**src/uedc_map.vh**
```
// Register map constants for the echo/drive control register slice.
// Assumes inclusion by bare name from design files in the same folder.
`ifndef UEDC_MAP_VH
`define UEDC_MAP_VH

// Register addresses (SPI byte address space)
`define UEDC_ADDR_ECHO_INT    8'h17
`define UEDC_ADDR_ZERO_CROSS  8'h18
`define UEDC_ADDR_DRV_CLAMP   8'h19
`define UEDC_ADDR_BURST_LEN   8'h1A
`define UEDC_ADDR_PWR_TRIG    8'h1B
`define UEDC_ADDR_STATUS      8'h1C
`define UEDC_ADDR_PART_ID     8'h1D

// Reset values
`define UEDC_RST_ECHO_INT     8'h07
`define UEDC_RST_ZERO_CROSS   8'h14
`define UEDC_RST_DRV_CLAMP    8'h00
`define UEDC_RST_BURST_LEN    8'h00
`define UEDC_RST_PWR_TRIG     8'h00

// Writable bit masks; everything else is reserved or read-only
`define UEDC_WMASK_ECHO_INT   8'h1F
`define UEDC_WMASK_ZERO_CROSS 8'hFF
`define UEDC_WMASK_DRV_CLAMP  8'h3F
`define UEDC_WMASK_BURST_LEN  8'hBF
`define UEDC_WMASK_PWR_TRIG   8'hC3

// Field positions
`define UEDC_BIT_ECHO_EN      4
`define UEDC_BIT_ZC_EN        7
`define UEDC_BIT_ZC_GATE      6
`define UEDC_BIT_ZC_INSEL     5
`define UEDC_BIT_HALF_BRG     7
`define UEDC_BIT_SLEEP        7
`define UEDC_BIT_STANDBY      6
`define UEDC_BIT_CHG_TRIG     1
`define UEDC_BIT_BURST_TRIG   0
`define UEDC_IO_MODE_0        2'h0
`define UEDC_DT_DISABLED      3'h7

// Deglitch limits in 5 ns clock cycles: 64, 48, 32, 24, 16, 8 and 4 us
`define UEDC_DT0_CYC          15'h3200
`define UEDC_DT1_CYC          15'h2580
`define UEDC_DT2_CYC          15'h1900
`define UEDC_DT3_CYC          15'h12C0
`define UEDC_DT4_CYC          15'h0C80
`define UEDC_DT5_CYC          15'h0640
`define UEDC_DT6_CYC          15'h0320

`endif

```
**src/uedc_stuck_timer.v**
```verilog
// Driver stuck-state timer: measures time since the last edge on the
// driver input during burst mode. Inputs are already synchronised.
`timescale 1ns/1ps
`include "uedc_map.vh"

module uedc_stuck_timer #(
	parameter [14:0] DT0_CYC = `UEDC_DT0_CYC,
	parameter [14:0] DT1_CYC = `UEDC_DT1_CYC,
	parameter [14:0] DT2_CYC = `UEDC_DT2_CYC,
	parameter [14:0] DT3_CYC = `UEDC_DT3_CYC,
	parameter [14:0] DT4_CYC = `UEDC_DT4_CYC,
	parameter [14:0] DT5_CYC = `UEDC_DT5_CYC,
	parameter [14:0] DT6_CYC = `UEDC_DT6_CYC
) (
	input  wire       clk_sys_in,
	input  wire       rst_n_in,
	input  wire       active_in,
	input  wire       toggle_in,
	input  wire [2:0] code_in,
	output reg        stuck_out
);

	reg  [14:0] count_reg;
	reg  [14:0] limit;

	// Deglitch code to cycle limit
	always @* begin
		case (code_in)
			3'h0: limit = DT0_CYC;
			3'h1: limit = DT1_CYC;
			3'h2: limit = DT2_CYC;
			3'h3: limit = DT3_CYC;
			3'h4: limit = DT4_CYC;
			3'h5: limit = DT5_CYC;
			3'h6: limit = DT6_CYC;
			default: limit = 15'h7FFF;
		endcase
	end

	// Counter restarts on every edge; pulse when the limit is passed
	always @(posedge clk_sys_in or negedge rst_n_in) begin
		if (!rst_n_in) begin
			count_reg <= 15'h0000;
			stuck_out <= 1'b0;
		end else begin
			stuck_out <= 1'b0;
			if (!active_in || toggle_in) begin
				count_reg <= 15'h0000;
			end else if (count_reg != 15'h7FFF) begin
				count_reg <= count_reg + 15'h0001;
			end
			if (active_in && !toggle_in && code_in != `UEDC_DT_DISABLED && count_reg == limit) begin
				stuck_out <= 1'b1;
			end
		end
	end

endmodule // uedc_stuck_timer

```
**src/uedc_regs.v**
```verilog
// Control and status register slice of the ultrasonic echo/drive front end.
// Assumes a byte-wide register port from the serial interface decoder on
// the same clock, and analog status levels arriving from other domains.
// Assumes the IO mode, deglitch code and supply settings held in registers
// outside this slice arrive as same-clock levels, so they are not synchronised.
// Limitation: the sticky fault bits have no software clear because the status
// register is read-only; only a device reset returns them to zero.
// Every output comes straight from a flip-flop, so pins and analog settings
// change one edge after the register copy that feeds them.
// Widths are fixed; only the identification value is a parameter.
//
// Contract
// - Echo interrupt pin shows comparator result only while echo enable bit set.
// - Four-bit echo threshold code, reset 0x7, passed to analog comparator.
// - Zero-cross comparator enabled only by bit 7, reset zero.
// - With gating bit set, zero-cross output only while echo detected.
// - Bit 5 selects zero-cross input: common mode or negative input.
// - Two-bit zero-cross stage select in bits 4:3, reset 0x2.
// - Three-bit hysteresis code, reset 0x4, passed to analog comparator.
// - Six-bit drive current clamp code, reset zero.
// - Half-bridge bit drives both low-side transistors in phase.
// - Six-bit burst pulse count; zero means continuous burst.
// - Sleep bit written one enters sleep, zero wakes.
// - Standby bit written one enters standby, zero leaves.
// - Charge trigger controls charging under auto-disable, unless supply high-impedance.
// - Burst trigger bit acts only in IO mode 0.
// - Status bit 3 shows drive supply at or above configured level.
// - Status bit 2 flags burst pulse count not received.
// - Status bit 1 flags driver stuck beyond deglitch time in burst.
// - Status bit 0 flags memory CRC failure.
// - Read-only identification register at address 0x1D.
// - Three-bit deglitch code: 64..4 us, code 7 disables check.
// - Auto-disable with trigger zero stops charging each time burst ends.
`timescale 1ns/1ps
`include "uedc_map.vh"

module uedc_regs #(
	parameter [7:0] PART_ID = 8'h5A // Arbitrary identification value
) (
	input  wire       clk_sys_in,
	input  wire       rst_n_in,

	// Register port from the serial interface decoder
	input  wire       reg_wr_in,
	input  wire       reg_rd_in,
	input  wire [7:0] reg_addr_in,
	input  wire [7:0] reg_wdata_in,
	output reg  [7:0] reg_rdata_out,

	// Settings held in registers outside this slice
	input  wire [1:0] io_mode_in,
	input  wire [2:0] deglitch_code_in,
	input  wire       listen_charge_auto_disable_in,
	input  wire       drive_supply_high_impedance_in,
	input  wire       envelope_output_scale_in,

	// Analog and pin inputs, asynchronous
	// Each passes two flip-flops before any logic reads it
	input  wire       echo_compare_raw_in,
	input  wire       zero_cross_raw_in,
	input  wire       drive_supply_ready_raw_in,
	input  wire       memory_crc_fault_raw_in,
	input  wire       burst_input_one_in,
	input  wire       burst_input_two_in,

	// Burst engine event, same clock
	// One-cycle pulse, so no synchroniser
	input  wire       burst_short_in,

	// Outputs to pins and analog blocks
	// All registered levels
	output reg        echo_interrupt_pin_out,
	output reg        zero_cross_pin_out,
	output reg  [3:0] echo_threshold_code_out,
	output reg        envelope_output_scale_out,
	output reg        zero_cross_enable_out,
	output reg        zero_cross_input_select_out,
	output reg  [1:0] zero_cross_stage_select_out,
	output reg  [2:0] zero_cross_hysteresis_out,
	output reg  [5:0] drive_current_limit_code_out,
	output reg        half_bridge_select_out,
	output reg  [5:0] burst_count_out,
	output reg        burst_continuous_out,
	output reg        sleep_out,
	output reg        standby_out,
	output reg        burst_enable_out,
	output reg        supply_charge_enable_out
);

	// Register copies, reserved bits already forced to zero
	reg  [7:0] echo_int_reg;
	reg  [7:0] zero_cross_reg;
	reg  [7:0] drv_clamp_reg;
	reg  [7:0] burst_len_reg;
	reg  [7:0] pwr_trig_reg;
	reg  [7:0] status_reg;

	// Synchroniser stages, bit order as in the concatenation below
	reg  [5:0] sync1_reg;
	reg  [5:0] sync2_reg;

	// History flops for edge detection and the charge state
	reg        io2_prev_reg;
	reg        burst_prev_reg;
	reg        charge_reg;
	// Read data before the output flop
	reg  [7:0] rdata_next;

	// Decoded second-stage levels and the timer event
	wire       burst_active;
	wire       stuck_event;
	wire       echo_sync;
	wire       zc_sync;
	wire       ready_sync;
	wire       crc_sync;
	wire       io1_sync;
	wire       io2_sync;

	// Two-flop synchronisers for all asynchronous levels. Nothing but the
	// second stage reads the first, so a metastable first stage can only
	// ever reach a flop that has a whole cycle to settle.
	always @(posedge clk_sys_in or negedge rst_n_in) begin
		if (!rst_n_in) begin
			sync1_reg <= 6'h00;
			sync2_reg <= 6'h00;
		end else begin
			sync1_reg <= {burst_input_two_in, burst_input_one_in, memory_crc_fault_raw_in,
				drive_supply_ready_raw_in, zero_cross_raw_in, echo_compare_raw_in};
			sync2_reg <= sync1_reg;
		end
	end

	// Named taps on the second stage
	assign echo_sync  = sync2_reg[0];
	assign zc_sync    = sync2_reg[1];
	assign ready_sync = sync2_reg[2];
	assign crc_sync   = sync2_reg[3];
	assign io1_sync   = sync2_reg[4];
	assign io2_sync   = sync2_reg[5];

	// Burst runs from the command bit in IO mode 0, else from the pin.
	// In the pin modes the command bit is kept but ignored, so switching
	// back to mode 0 resumes with whatever was last written.
	assign burst_active = (io_mode_in == `UEDC_IO_MODE_0) ? pwr_trig_reg[`UEDC_BIT_BURST_TRIG]
		: io1_sync;

	// Register writes; masks keep reserved bits at zero
	// Masking on the way in, not on the way out, means every consumer of a
	// register copy already sees zero in reserved bits and needs no mask.
	// A write to the status, identity or an unmapped address changes nothing.
	always @(posedge clk_sys_in or negedge rst_n_in) begin
		if (!rst_n_in) begin
			echo_int_reg   <= `UEDC_RST_ECHO_INT;
			zero_cross_reg <= `UEDC_RST_ZERO_CROSS;
			drv_clamp_reg  <= `UEDC_RST_DRV_CLAMP;
			burst_len_reg  <= `UEDC_RST_BURST_LEN;
			pwr_trig_reg   <= `UEDC_RST_PWR_TRIG;
		end else if (reg_wr_in) begin
			case (reg_addr_in)
				`UEDC_ADDR_ECHO_INT:   echo_int_reg   <= reg_wdata_in & `UEDC_WMASK_ECHO_INT;
				`UEDC_ADDR_ZERO_CROSS: zero_cross_reg <= reg_wdata_in & `UEDC_WMASK_ZERO_CROSS;
				`UEDC_ADDR_DRV_CLAMP:  drv_clamp_reg  <= reg_wdata_in & `UEDC_WMASK_DRV_CLAMP;
				`UEDC_ADDR_BURST_LEN:  burst_len_reg  <= reg_wdata_in & `UEDC_WMASK_BURST_LEN;
				`UEDC_ADDR_PWR_TRIG:   pwr_trig_reg   <= reg_wdata_in & `UEDC_WMASK_PWR_TRIG;
				default: ; // Status, identity and unmapped writes are dropped
			endcase
		end
	end

	// Stuck driver detection on the second burst input
	// The toggle term is the second stage xor its delayed copy, one cycle
	// per pin edge. Detection therefore lags the pin by three cycles, which
	// is far below the shortest deglitch time. The timer clears whenever
	// burst is inactive, so the pin level before a burst does not matter.
	uedc_stuck_timer u_stuck (
		.clk_sys_in (clk_sys_in),
		.rst_n_in   (rst_n_in),
		.active_in  (burst_active),
		.toggle_in  (io2_sync ^ io2_prev_reg),
		.code_in    (deglitch_code_in),
		.stuck_out  (stuck_event)
	);

	// Sticky faults; set wins, cleared only by reset since status is read-only
	// Bit 3 is live rather than sticky: the supply may sag and recover, and
	// software wants the present level. Bits 7:4 are reserved and held at zero.
	always @(posedge clk_sys_in or negedge rst_n_in) begin
		if (!rst_n_in) begin
			status_reg     <= 8'h00;
			io2_prev_reg   <= 1'b0;
			burst_prev_reg <= 1'b0;
		end else begin
			io2_prev_reg   <= io2_sync;
			burst_prev_reg <= burst_active;
			status_reg[3]  <= ready_sync;
			status_reg[2]  <= status_reg[2] | burst_short_in;
			status_reg[1]  <= status_reg[1] | stuck_event;
			status_reg[0]  <= status_reg[0] | crc_sync;
			status_reg[7:4] <= 4'h0;
		end
	end

	// Supply charging: auto-disable drops it at each burst end unless
	// the trigger bit holds it on; high-impedance overrides everything.
	// Reset leaves charging off, so no one-cycle charge pulse can leave the
	// first edge while the supply is still high impedance; the cost is one
	// extra cycle before charging starts after reset. Under auto-disable, outside
	// bursts the state simply holds until the trigger bit or a new burst changes it.
	always @(posedge clk_sys_in or negedge rst_n_in) begin
		if (!rst_n_in) begin
			charge_reg <= 1'b0;
		end else if (drive_supply_high_impedance_in) begin
			charge_reg <= 1'b0;
		end else if (listen_charge_auto_disable_in) begin
			if (pwr_trig_reg[`UEDC_BIT_CHG_TRIG]) begin
				charge_reg <= 1'b1;
			end else if (burst_prev_reg && !burst_active) begin
				charge_reg <= 1'b0;
			end else if (burst_active) begin
				charge_reg <= 1'b1;
			end
		end else begin
			// Without auto-disable the supply charges whenever not high impedance
			charge_reg <= 1'b1;
		end
	end

	// Read mux; unmapped addresses read zero
	// Decoding from the live address lets the strobe edge capture the data
	// directly, at the cost of a full mux on the address path.
	always @* begin
		case (reg_addr_in)
			`UEDC_ADDR_ECHO_INT:   rdata_next = echo_int_reg;
			`UEDC_ADDR_ZERO_CROSS: rdata_next = zero_cross_reg;
			`UEDC_ADDR_DRV_CLAMP:  rdata_next = drv_clamp_reg;
			`UEDC_ADDR_BURST_LEN:  rdata_next = burst_len_reg;
			`UEDC_ADDR_PWR_TRIG:   rdata_next = pwr_trig_reg;
			`UEDC_ADDR_STATUS:     rdata_next = status_reg;
			`UEDC_ADDR_PART_ID:    rdata_next = PART_ID;
			default:               rdata_next = 8'h00;
		endcase
	end

	// Registered outputs
	// Reset values match the register copies' reset values field by field
	always @(posedge clk_sys_in or negedge rst_n_in) begin
		if (!rst_n_in) begin
			reg_rdata_out                <= 8'h00;
			echo_interrupt_pin_out       <= 1'b0;
			zero_cross_pin_out           <= 1'b0;
			echo_threshold_code_out      <= 4'h7;
			envelope_output_scale_out    <= 1'b0;
			zero_cross_enable_out        <= 1'b0;
			zero_cross_input_select_out  <= 1'b0;
			zero_cross_stage_select_out  <= 2'h2;
			zero_cross_hysteresis_out    <= 3'h4;
			drive_current_limit_code_out <= 6'h00;
			half_bridge_select_out       <= 1'b0;
			burst_count_out              <= 6'h00;
			burst_continuous_out         <= 1'b1;
			sleep_out                    <= 1'b0;
			standby_out                  <= 1'b0;
			burst_enable_out             <= 1'b0;
			supply_charge_enable_out     <= 1'b0;
		end else begin
			// Read data holds between reads
			if (reg_rd_in) begin
				reg_rdata_out <= rdata_next;
			end

			// Pins: two synchroniser edges plus this flop, three edges in all
			echo_interrupt_pin_out <= echo_sync & echo_int_reg[`UEDC_BIT_ECHO_EN];
			// Gating needs the raw comparator level, not the masked pin
			zero_cross_pin_out <= zero_cross_reg[`UEDC_BIT_ZC_EN] & zc_sync
				& (~zero_cross_reg[`UEDC_BIT_ZC_GATE] | echo_sync);

			// Comparator and zero-cross settings for the analog blocks
			echo_threshold_code_out      <= echo_int_reg[3:0];
			envelope_output_scale_out    <= envelope_output_scale_in;
			zero_cross_enable_out        <= zero_cross_reg[`UEDC_BIT_ZC_EN];
			zero_cross_input_select_out  <= zero_cross_reg[`UEDC_BIT_ZC_INSEL];
			zero_cross_stage_select_out  <= zero_cross_reg[4:3];
			zero_cross_hysteresis_out    <= zero_cross_reg[2:0];

			// Drive and burst settings
			drive_current_limit_code_out <= drv_clamp_reg[5:0];
			half_bridge_select_out       <= burst_len_reg[`UEDC_BIT_HALF_BRG];
			burst_count_out              <= burst_len_reg[5:0];
			burst_continuous_out         <= (burst_len_reg[5:0] == 6'h00);

			// Power modes, burst enable and supply charging
			sleep_out                    <= pwr_trig_reg[`UEDC_BIT_SLEEP];
			standby_out                  <= pwr_trig_reg[`UEDC_BIT_STANDBY];
			burst_enable_out             <= burst_active;
			supply_charge_enable_out     <= charge_reg;
		end
	end

endmodule // uedc_regs

```
**config.mk**
```make
export PLATFORM = sky130hd
export DESIGN_NAME = uedc_regs
export DESIGN_NICKNAME = d
export VERILOG_FILES = /design/src/uedc_stuck_timer.v /design/src/uedc_regs.v
export VERILOG_INCLUDE_DIRS = /design/src
export SDC_FILE = /design/constraint.sdc
export NUM_CORES = 1
export LEC_CHECK = 0
export ABC_AREA = 1
export BUFFER_PORTS_ARGS = -buffer_cell sky130_fd_sc_hd__buf_2
export CORE_MARGIN = 10
export CORE_UTILIZATION = 51
export DETAILED_ROUTE_END_ITERATION = 10
export PLACE_DENSITY = 0.73
export SYNTH_ARGS = -nofsm -noshare
export SYNTH_HDL_FRONTEND = slang
export SYNTH_SLANG_ARGS = --single-unit
```
**constraint.sdc**
```tcl
create_clock -name clk_sys_in -period 2.2 [get_ports clk_sys_in]
set_input_delay 0.33 -clock clk_sys_in [delete_from_list [all_inputs] [get_ports clk_sys_in]]
set_output_delay 0.33 -clock clk_sys_in [all_outputs]
set_load 0.02 [all_outputs]
```
Yosys cells after proc, flatten, opt, wreduce, memory -nomap -nowiden
Cells that the tools add are included.
Widths: inputs -> output; s select.
- word-level logic and storage cells: 83
- bits of input ports: 35
- register bits after elaboration: 104
- $add $sub $neg: 1
- bitwise operators: 9
- equality and inequality tests: 17
- reduce and logical (&&, ||, !) cells: 16
- mux-type cells: 11
- operator list (kind ; count):
    $pmux 15 s7 ; 1
    $eq 8x5->1 const B ; 7
    $pmux 8 s7 ; 1
    $mux 15 ; 2
    $add 15x1->15 const B ; 1
    $eq 15x15->1 ; 1
    $ne 15x15->1 const B ; 1
    $reduce_and 2->1 ; 5
    $eq 3x3->1 const B ; 3
    $mux 1 ; 7
    $eq 3x2->1 const B ; 2
    $logic_not 6->1 ; 1
    $ne 5x1->1 const B ; 1
    $logic_and 1x1->1 ; 4
    $or 1x1->1 ; 4
    $and 1x1->1 ; 3
    $eq 3x1->1 const B ; 1
    $logic_not 3->1 ; 1
    $ne 3x3->1 const B ; 1
    $logic_not 1->1 ; 2
    $logic_not 2->1 ; 1
    $reduce_bool 2->1 ; 1
    $logic_or 1x1->1 ; 1
    $not 1->1 ; 1
    $xor 1x1->1 ; 1

Longest topological paths before layout
Gate-level depths: netlist of the first run.
- word-level depth: 8
- mapped depth: 10

Cells and area by module
Synthesis of the first run repeated with hierarchy kept, for this count alone.
- cells, all modules: 503
- area total of the unflattened synthesis: 4501.8 um^2
- modules (own cells, without submodules) (module ; area each (um^2) ; cells an instance ; times used):
    uedc_regs ; 3315.7 ; 316 ; 1
    uedc_stuck_timer ; 1186.1 ; 187 ; 1

Worst setup path after synthesis of the first run
OpenSTA, ideal clock, no wires.
- path type: flip-flop to flip-flop
- start: register u_stuck.count_reg[0]
- end: register u_stuck.count_reg[7]
- data required time: 2081 ps
- slack: 862 ps
- library setup time: 119 ps
- buffers on the path: 0
- stages on the path, launching flop included: 10
- clock period less this slack: 1338 ps
- data arrival time: 1219 ps
- path through: dfrtp_1 > ha_1 > nand3_1 > inv_2 > nand2_2 > clkinv_2 > nand3_4 > clkinv_1 > o21ai_1 > nor2_1
- longest elaborated chain between the ends: 3
- elaborated cells on any way between the ends: 5
- classes of those cells: add/sub (1); eq/ne (1); mux (2); reduce/logical (1)
- ends and longest elaborated chain (what ; RTL line ; RTL):
    start, declared ; uedc_stuck_timer.v:23 ; reg [14:0] count_reg;
    start signal, assigned ; uedc_stuck_timer.v:50 ; count_reg <= count_reg + 15'h0001;
    $add 15x1->15 ; uedc_stuck_timer.v:50 ;
    $mux 15 ; uedc_stuck_timer.v:49 ; end else if (count_reg != 15'h7FFF) begin
    $mux 15 ; uedc_stuck_timer.v:47 ; if (!active_in || toggle_in) begin
Parallel ways exist; a longest one is shown, timed or not. The select of a mux whose other input is x is not followed.
A chain may end at the register's enable or synchronous reset.

Worst setup path in the final report of the first run
Ends and elaborated chain as after synthesis.

==> results of run 1 <==
stage by stage:
stage / worst slack, ns / hold slack (ns)
6_report: 0.648 / 0.0623
5_1_grt: 0.499 / 0.0333
4_1_cts: 0.655 / 0.0504
3_5_place_dp: 0.481 / 0.317
3_3_place_gp: 0.528 / 0.310
2_1_floorplan: 0.862 / 0.0344
logic make-up (layout without fill, tap and decap cells):
kind of cell | Yosys count | after routing
adders and majority gates | 1 | 1
AOI/OAI and AO/OA | 49 | 49
buffers and inverters | 65 | 149
xor gates and xnor gates | 2 | 2
DFF | 104 | 104
and+or+nand+nor | 272 | 272
worst max path at each step:
stage / start / to / slack (ns)
after floorplan: u_stuck.count_reg[0] / u_stuck.count_reg[7] / 0.86
after global placement: reg_addr_in[6] / echo_int_reg[4] / 0.53
after detailed placement: reg_addr_in[6] / echo_int_reg[4] / 0.48
after CTS: u_stuck.count_reg[0] / u_stuck.count_reg[7] / 0.66
after global routing: u_stuck.count_reg[0] / u_stuck.count_reg[7] / 0.50
final: u_stuck.count_reg[0] / u_stuck.count_reg[7] / 0.65
routing by layer:
metal / track usage / up-vias / part of all wire
met4: 0.0618 / 0 / 0.025
li1: - / 1748 / -
met5: 0 / - / 0
met3: 0.0462 / 22 / 0.062
met2: 0.267 / 93 / 0.49
met1: 0.194 / 1656 / 0.42
layout make-up:
type,instances,area [sq um],area share
Inverter,54,204,0.0395
Tap cell,108,135,0.0262
Sequential cell,104,2620,0.506
Clock buffer,12,145,0.0281
Multi-Input combinational cell,324,1600,0.310
Clock inverter,4,37.5,0.00726
Timing Repair Buffer,79,425,0.0823
power groups by stage:
| stage | sequential, uW | clock (uW) | combinational, uW |
|---|---|---|---|
| after global routing | 2060 | 1230 | 373 |
| after CTS | 2050 | 1150 | 337 |
| after detailed placement | 2090 | 0 | 334 |
| final | 2050 | 1120 | 329 |
| after global placement | 2090 | 0 | 328 |
| after floorplan | 2120 | 0 | 138 |
critical path, delay by kind of cell (launching register included):
kind                       cells  cell delay (ns)
and+or+nand+nor                4             0.36
adders and majority gates      1             0.25
buffers and inverters          3             0.28
DFF                            1             0.42
AOI/OAI and AO/OA              1             0.12
cell usage in the layout (no fill, tap or decap), types with 3 or more instances in the layout:
master    instances
dfrtp_1          93
nor2_4            6
or2_2             4
o21a_1            3
buf_4             4
nor2_1           33
dfstp_2          11
buf_2            73
nand2_2           8
nand4_1          10
o21ai_2           8
o21ai_1          11
o21ai_0          18
inv_2             9
nand2_1         139
a31oi_1           4
nand3_1          56
clkbuf_8         10
a21oi_1           3
inv_1            43
==> flow_summary.toml, run 1 <==
[status]
outcome = "complete, no violations"

[synthesis]
yosys_warnings = 0
ys_seq_elements = 104
synth_common_cells = "139 x nand2_1, 93 x dfrtp_1, 56 x nand3_1"
ys_types = 39
ys.flop_type = "dfrtp_1"
avgSynthCellArea_sq_um = 9.13
synth_edf_count = 0
synth_top_family_by_area = "simple AND/OR/NAND/NOR gates"
synth_area_leaders = "dfrtp_1 52%, nand2_1 12%, dfstp_2 6.4%, nand3_1 6.2%, inv_1 3.6%"
async_reset_ff_frac = 1.00
synth_top_area_cell = "dfrtp_1"
synth_fa_ha_area_frac = 0.00278
synth_xor_area_frac = 0.00389
syn_nets = 529
synth.mux.area_fraction = 0
synth_cells = 493
synth_compound_gate_area_share = 0.0653
yosys.area_share.simple = 0.284
synth_seq_area_share = 0.581
yosysTopAreaCellShare = 0.517
synth.most_common_cell = "nand2_1"
syn-cell-area_sq_um = 4500

[min_path]
hold_start = "envelope_output_scale_in"
hold_path_class = "in -> reg"
holdPathEnd = "envelope_output_scale_out"
holdPathStages = 1

[drt]
firstDrtPassIters = 4
via_per_inst = 5.14
drc = 0
drtIter0Drc = 222
vias = 3519
wl_per_cell_microns = 14.7
wirelength_mm = 10.0
ant_nets = 0

[critical_path]
reg2reg_to = "u_stuck.count_reg[7]"
worst_path_max_delay_cell = "dfrtp_1"
r2r_start = "u_stuck.count_reg[0]"
cp-start-kind = "flip-flop"
cp-end-kind = "flip-flop"
reg2regPathDepth = 9
cp.required_ns = 2.46
worstPathArrival_ns = 1.81
reg2reg_slack_ns = 0.65
crit_path_max_incr_delay_ns = 0.42
cp_cell_sequence = "ha_1, nand3_1, inv_2, nand2_2, clkinv_2, nand3_4, clkinv_1, o21ai_1, nor2_1"
critical_path_class = "reg -> reg"
critPathMaxFanout = 7

[final_layout]
largest_register_ffs = 15
fill_cells = 781
antenna-diode-count = 0
fin_area_sq_um = 5170
syn2layout_area_growth_pct = 14.8
instances_no_fill = 685
post-route-util = 0.598
final_nets = 608
post_route_cells_drive_above_1_share = 0.260

[sta]
fmaxAchievable_ghz = 0.644
hold_viol_final = 0
post-route-period-util = 0.706
relSlewSlack = 0.694
fin_tns_setup_ns = 0
drv_slew = 0
rsz0062_at_grt = "false"
tightest_slew_ns = 0.459
clock_skew_ns = 0.0124
final-setup-viol-count = 0
fin_crit_ns = 1.55

[placement]
dp_hpwl_mm = 7.70
port_buffers = 74
post-place-cells = 668
dpl_cell_area_sq_um = 4970
gp_congestion = 0.895

[floorplanning]
ios = 75
start_util = 0.521
die_h_microns = 114
die_w_microns = 114
dieArea_sq_um = 13000
core_sq_um = 8640
row_count = 34

[flow_run]
maxCapViolations = 0

[global_route]
track_usage = 0.161
grt_start_max_net_pins = 38
grt_overflow = 0
antenna_found_initial = 0
grt_pass1_vias = 3505
grt_pass1_wl_mm = 17.0

[pwr]
p_per_area_nw_per_um2 = 678
ir_drop_uv = 277
swShare = 0.266
clkPwrFrac = 0.320
leakage_uw = 0.00277
switchingPower_uw = 930
seq_power_share = 0.586
combinationalPowerShare = 0.094
p_int_uw = 2570
total_power_uw = 3500

[cts]
cts_buffers = 9
clk_pin_slew_ns = 0.10
cts_resized = 0
clkLatencyLatePin_ns = 0.37
numClockSinks = 104
cts_tree = "done"
htree_levels = 3
clockRootBuffer = "clkbuf_8"
cts_hold_buf = 1
clockBufferDepth = 2
post_cts_buffers = 0
Power figures use the tool's default switching activity.
==> run 2, diff against run 1 <==
- CORE_UTILIZATION: 51 -> 50
- PLACE_DENSITY: 0.73 -> 0.75
- clock period: 2.2 -> 1.3 ns (I/O delays scaled with it)
==> run 2 against run 1 <==
Compared with the run above:
- the run now ends with setup timing left
- setup slack worse by 0.68 ns
- core utilization is 3.9 points higher
- routed wire length increased by 4.1%
- power increased by 82%
- via count increased by 5.1%
- final cell count is 3.9% higher
- register-to-register slack worse by 0.68 ns
- die area up 1.6%
- critical path depth decreased by 1
- largest cell class unchanged
- highest routed layer unchanged
==> flow_summary.toml, run 2 (synthesis results as in run 1) <==
[status]
outcome = "finished with violations"
violations = "setup timing"

[placement]
gp_congestion = 0.919
post-place-cells = 683
dpl_cell_area_sq_um = 5120
port_buffers = 74
pre_cts_slack_ns = -0.107
dp_hpwl_mm = 7.86

[sta]
setup_ws_ns = -0.0334
post-route-period-util = 1.03
tightest_slew_ns = 0.396
final-setup-viol-count = 3
drv_slew = 0
fmaxAchievable_ghz = 0.750
relSlewSlack = 0.735
rsz0062_at_grt = "true"
fin_crit_ns = 1.33
clock_skew_ns = 0.00879
hold_viol_final = 0

[pwr]
p_per_area_nw_per_um2 = 1140
ir_drop_uv = 573
total_power_uw = 6390
leakage_uw = 0.00301

[final_layout]
instances_no_fill = 712
final_nets = 635
antenna-diode-count = 0
largest_register_ffs = 15
final_cell_mix = "136 x nand2_1, 91 x dfrtp_1, 73 x buf_2"
syn2layout_area_growth_pct = 24.1
layout_commonest_cell = "nand2_1"
post_route_cells_drive_above_1_share = 0.310
fin_area_sq_um = 5590

[drt]
ant_nets = 0
firstDrtPassIters = 4
drc = 0
via_per_inst = 5.19
vias = 3697
drtIter0Drc = 215
wl_per_cell_microns = 14.7
wirelength_mm = 10.4

[floorplanning]
dieArea_sq_um = 13200
die_h_microns = 115
ios = 75
row_count = 34
core_sq_um = 8760
start_util = 0.514
die_w_microns = 115

[critical_path]
critPathMaxFanout = 6
worstPathArrival_ns = 1.64
critical_path_class = "reg -> reg"
cp-start-kind = "flip-flop"
startpoint = "u_stuck.count_reg[1]"
cp-end-kind = "flip-flop"
r2r_start = "u_stuck.count_reg[1]"
cp.required_ns = 1.61

[cts]
clockRootBuffer = "clkbuf_8"
clockBufferDepth = 2
htree_levels = 3
cts_tree = "done"
clkLatencyLatePin_ns = 0.36
numClockSinks = 104
clk_pin_slew_ns = 0.09
cts_buffers = 9

[min_path]
hold_path_class = "in -> reg"
hold_start = "listen_charge_auto_disable_in"

[global_route]
grt_overflow = 0
grt_start_max_net_pins = 60
grt_pass1_vias = 3700
track_usage = 0.160
grt_pass1_wl_mm = 17.2
antenna_found_initial = 0

[flow_run]
maxCapViolations = 0
[run 2: cell count changes in the layout (fill, tap and decap cells not counted), sizes merged]
cell / delta
buf: +19
bufinv: +2
clkinv: -2
dlygate4sd3: +8
[run 2: power breakdown]
part           switching [uW]  internal, uW  total [uW]
Combinational             395           227         622
Sequential               81.9          3390        3470
Clock                    1040          1250        2290
[run 2: final cells by class]
class	instances	area [sq um]
Sequential cell	104	2620
Multi-Input combinational cell	324	1700
Timing Repair Buffer	106	677
Inverter	54	215
Clock inverter	4	73.8
Clock buffer	12	165
Tap cell	108	135
Fill cell	683	3180
[run 2: repair_timing]
item / 4_1_cts / 5_1_grt
endpoints found under the setup margin: 12 / 16
resized for setup: 12 / 14
cloned: 0 / 0
pin swaps: 3 / 6
endpoints found under the hold margin: 101 / 0
setup buffers: 2 / 2
hold buffers: 9 / 0
[run 2: routing by layer]
metal	share of wire	GRT usage	vias to the layer above
met5	0	0	-
met2	0.50	0.268	144
met1	0.39	0.195	1740
li1	-	-	1791
met4	0.022	0.0627	0
met3	0.080	0.0401	22
[run 2: stage by stage]
step           utilization  hold slack (ns)  setup TNS (ns)
6_report             0.637           0.0198         -0.0448
5_1_grt              0.637           0.0133           -1.06
4_1_cts              0.629          0.00124         -0.0173
3_5_place_dp         0.584            0.202          -0.768
3_3_place_gp         0.584            0.207               0
2_1_floorplan            -           -0.101               0
[run 2: worst paths after layout]
check / to / slack [ns] / cells after the start
worst max-delay path: u_stuck.count_reg[14] / -0.03 / 8
worst min-delay path: charge_reg / 0.02 / 2
worst max register to register: u_stuck.count_reg[14] / -0.03 / 8
worst min register to register: sync2_reg[0] / 0.35 / 0
max in group asynchronous: u_stuck.count_reg[2] / 0.65 / 3
min in group asynchronous: zero_cross_reg[5] / 0.36 / 3
[run 2: critical path: stages (launching register included)]
cell and delay, ns:
dfrtp_1 0.40, ha_4 0.15, nand3_2 0.07, inv_2 0.10, nand2_4 0.07, inv_8 0.08
nand2_4 0.06, nor3_4 0.19, o21a_1 0.14
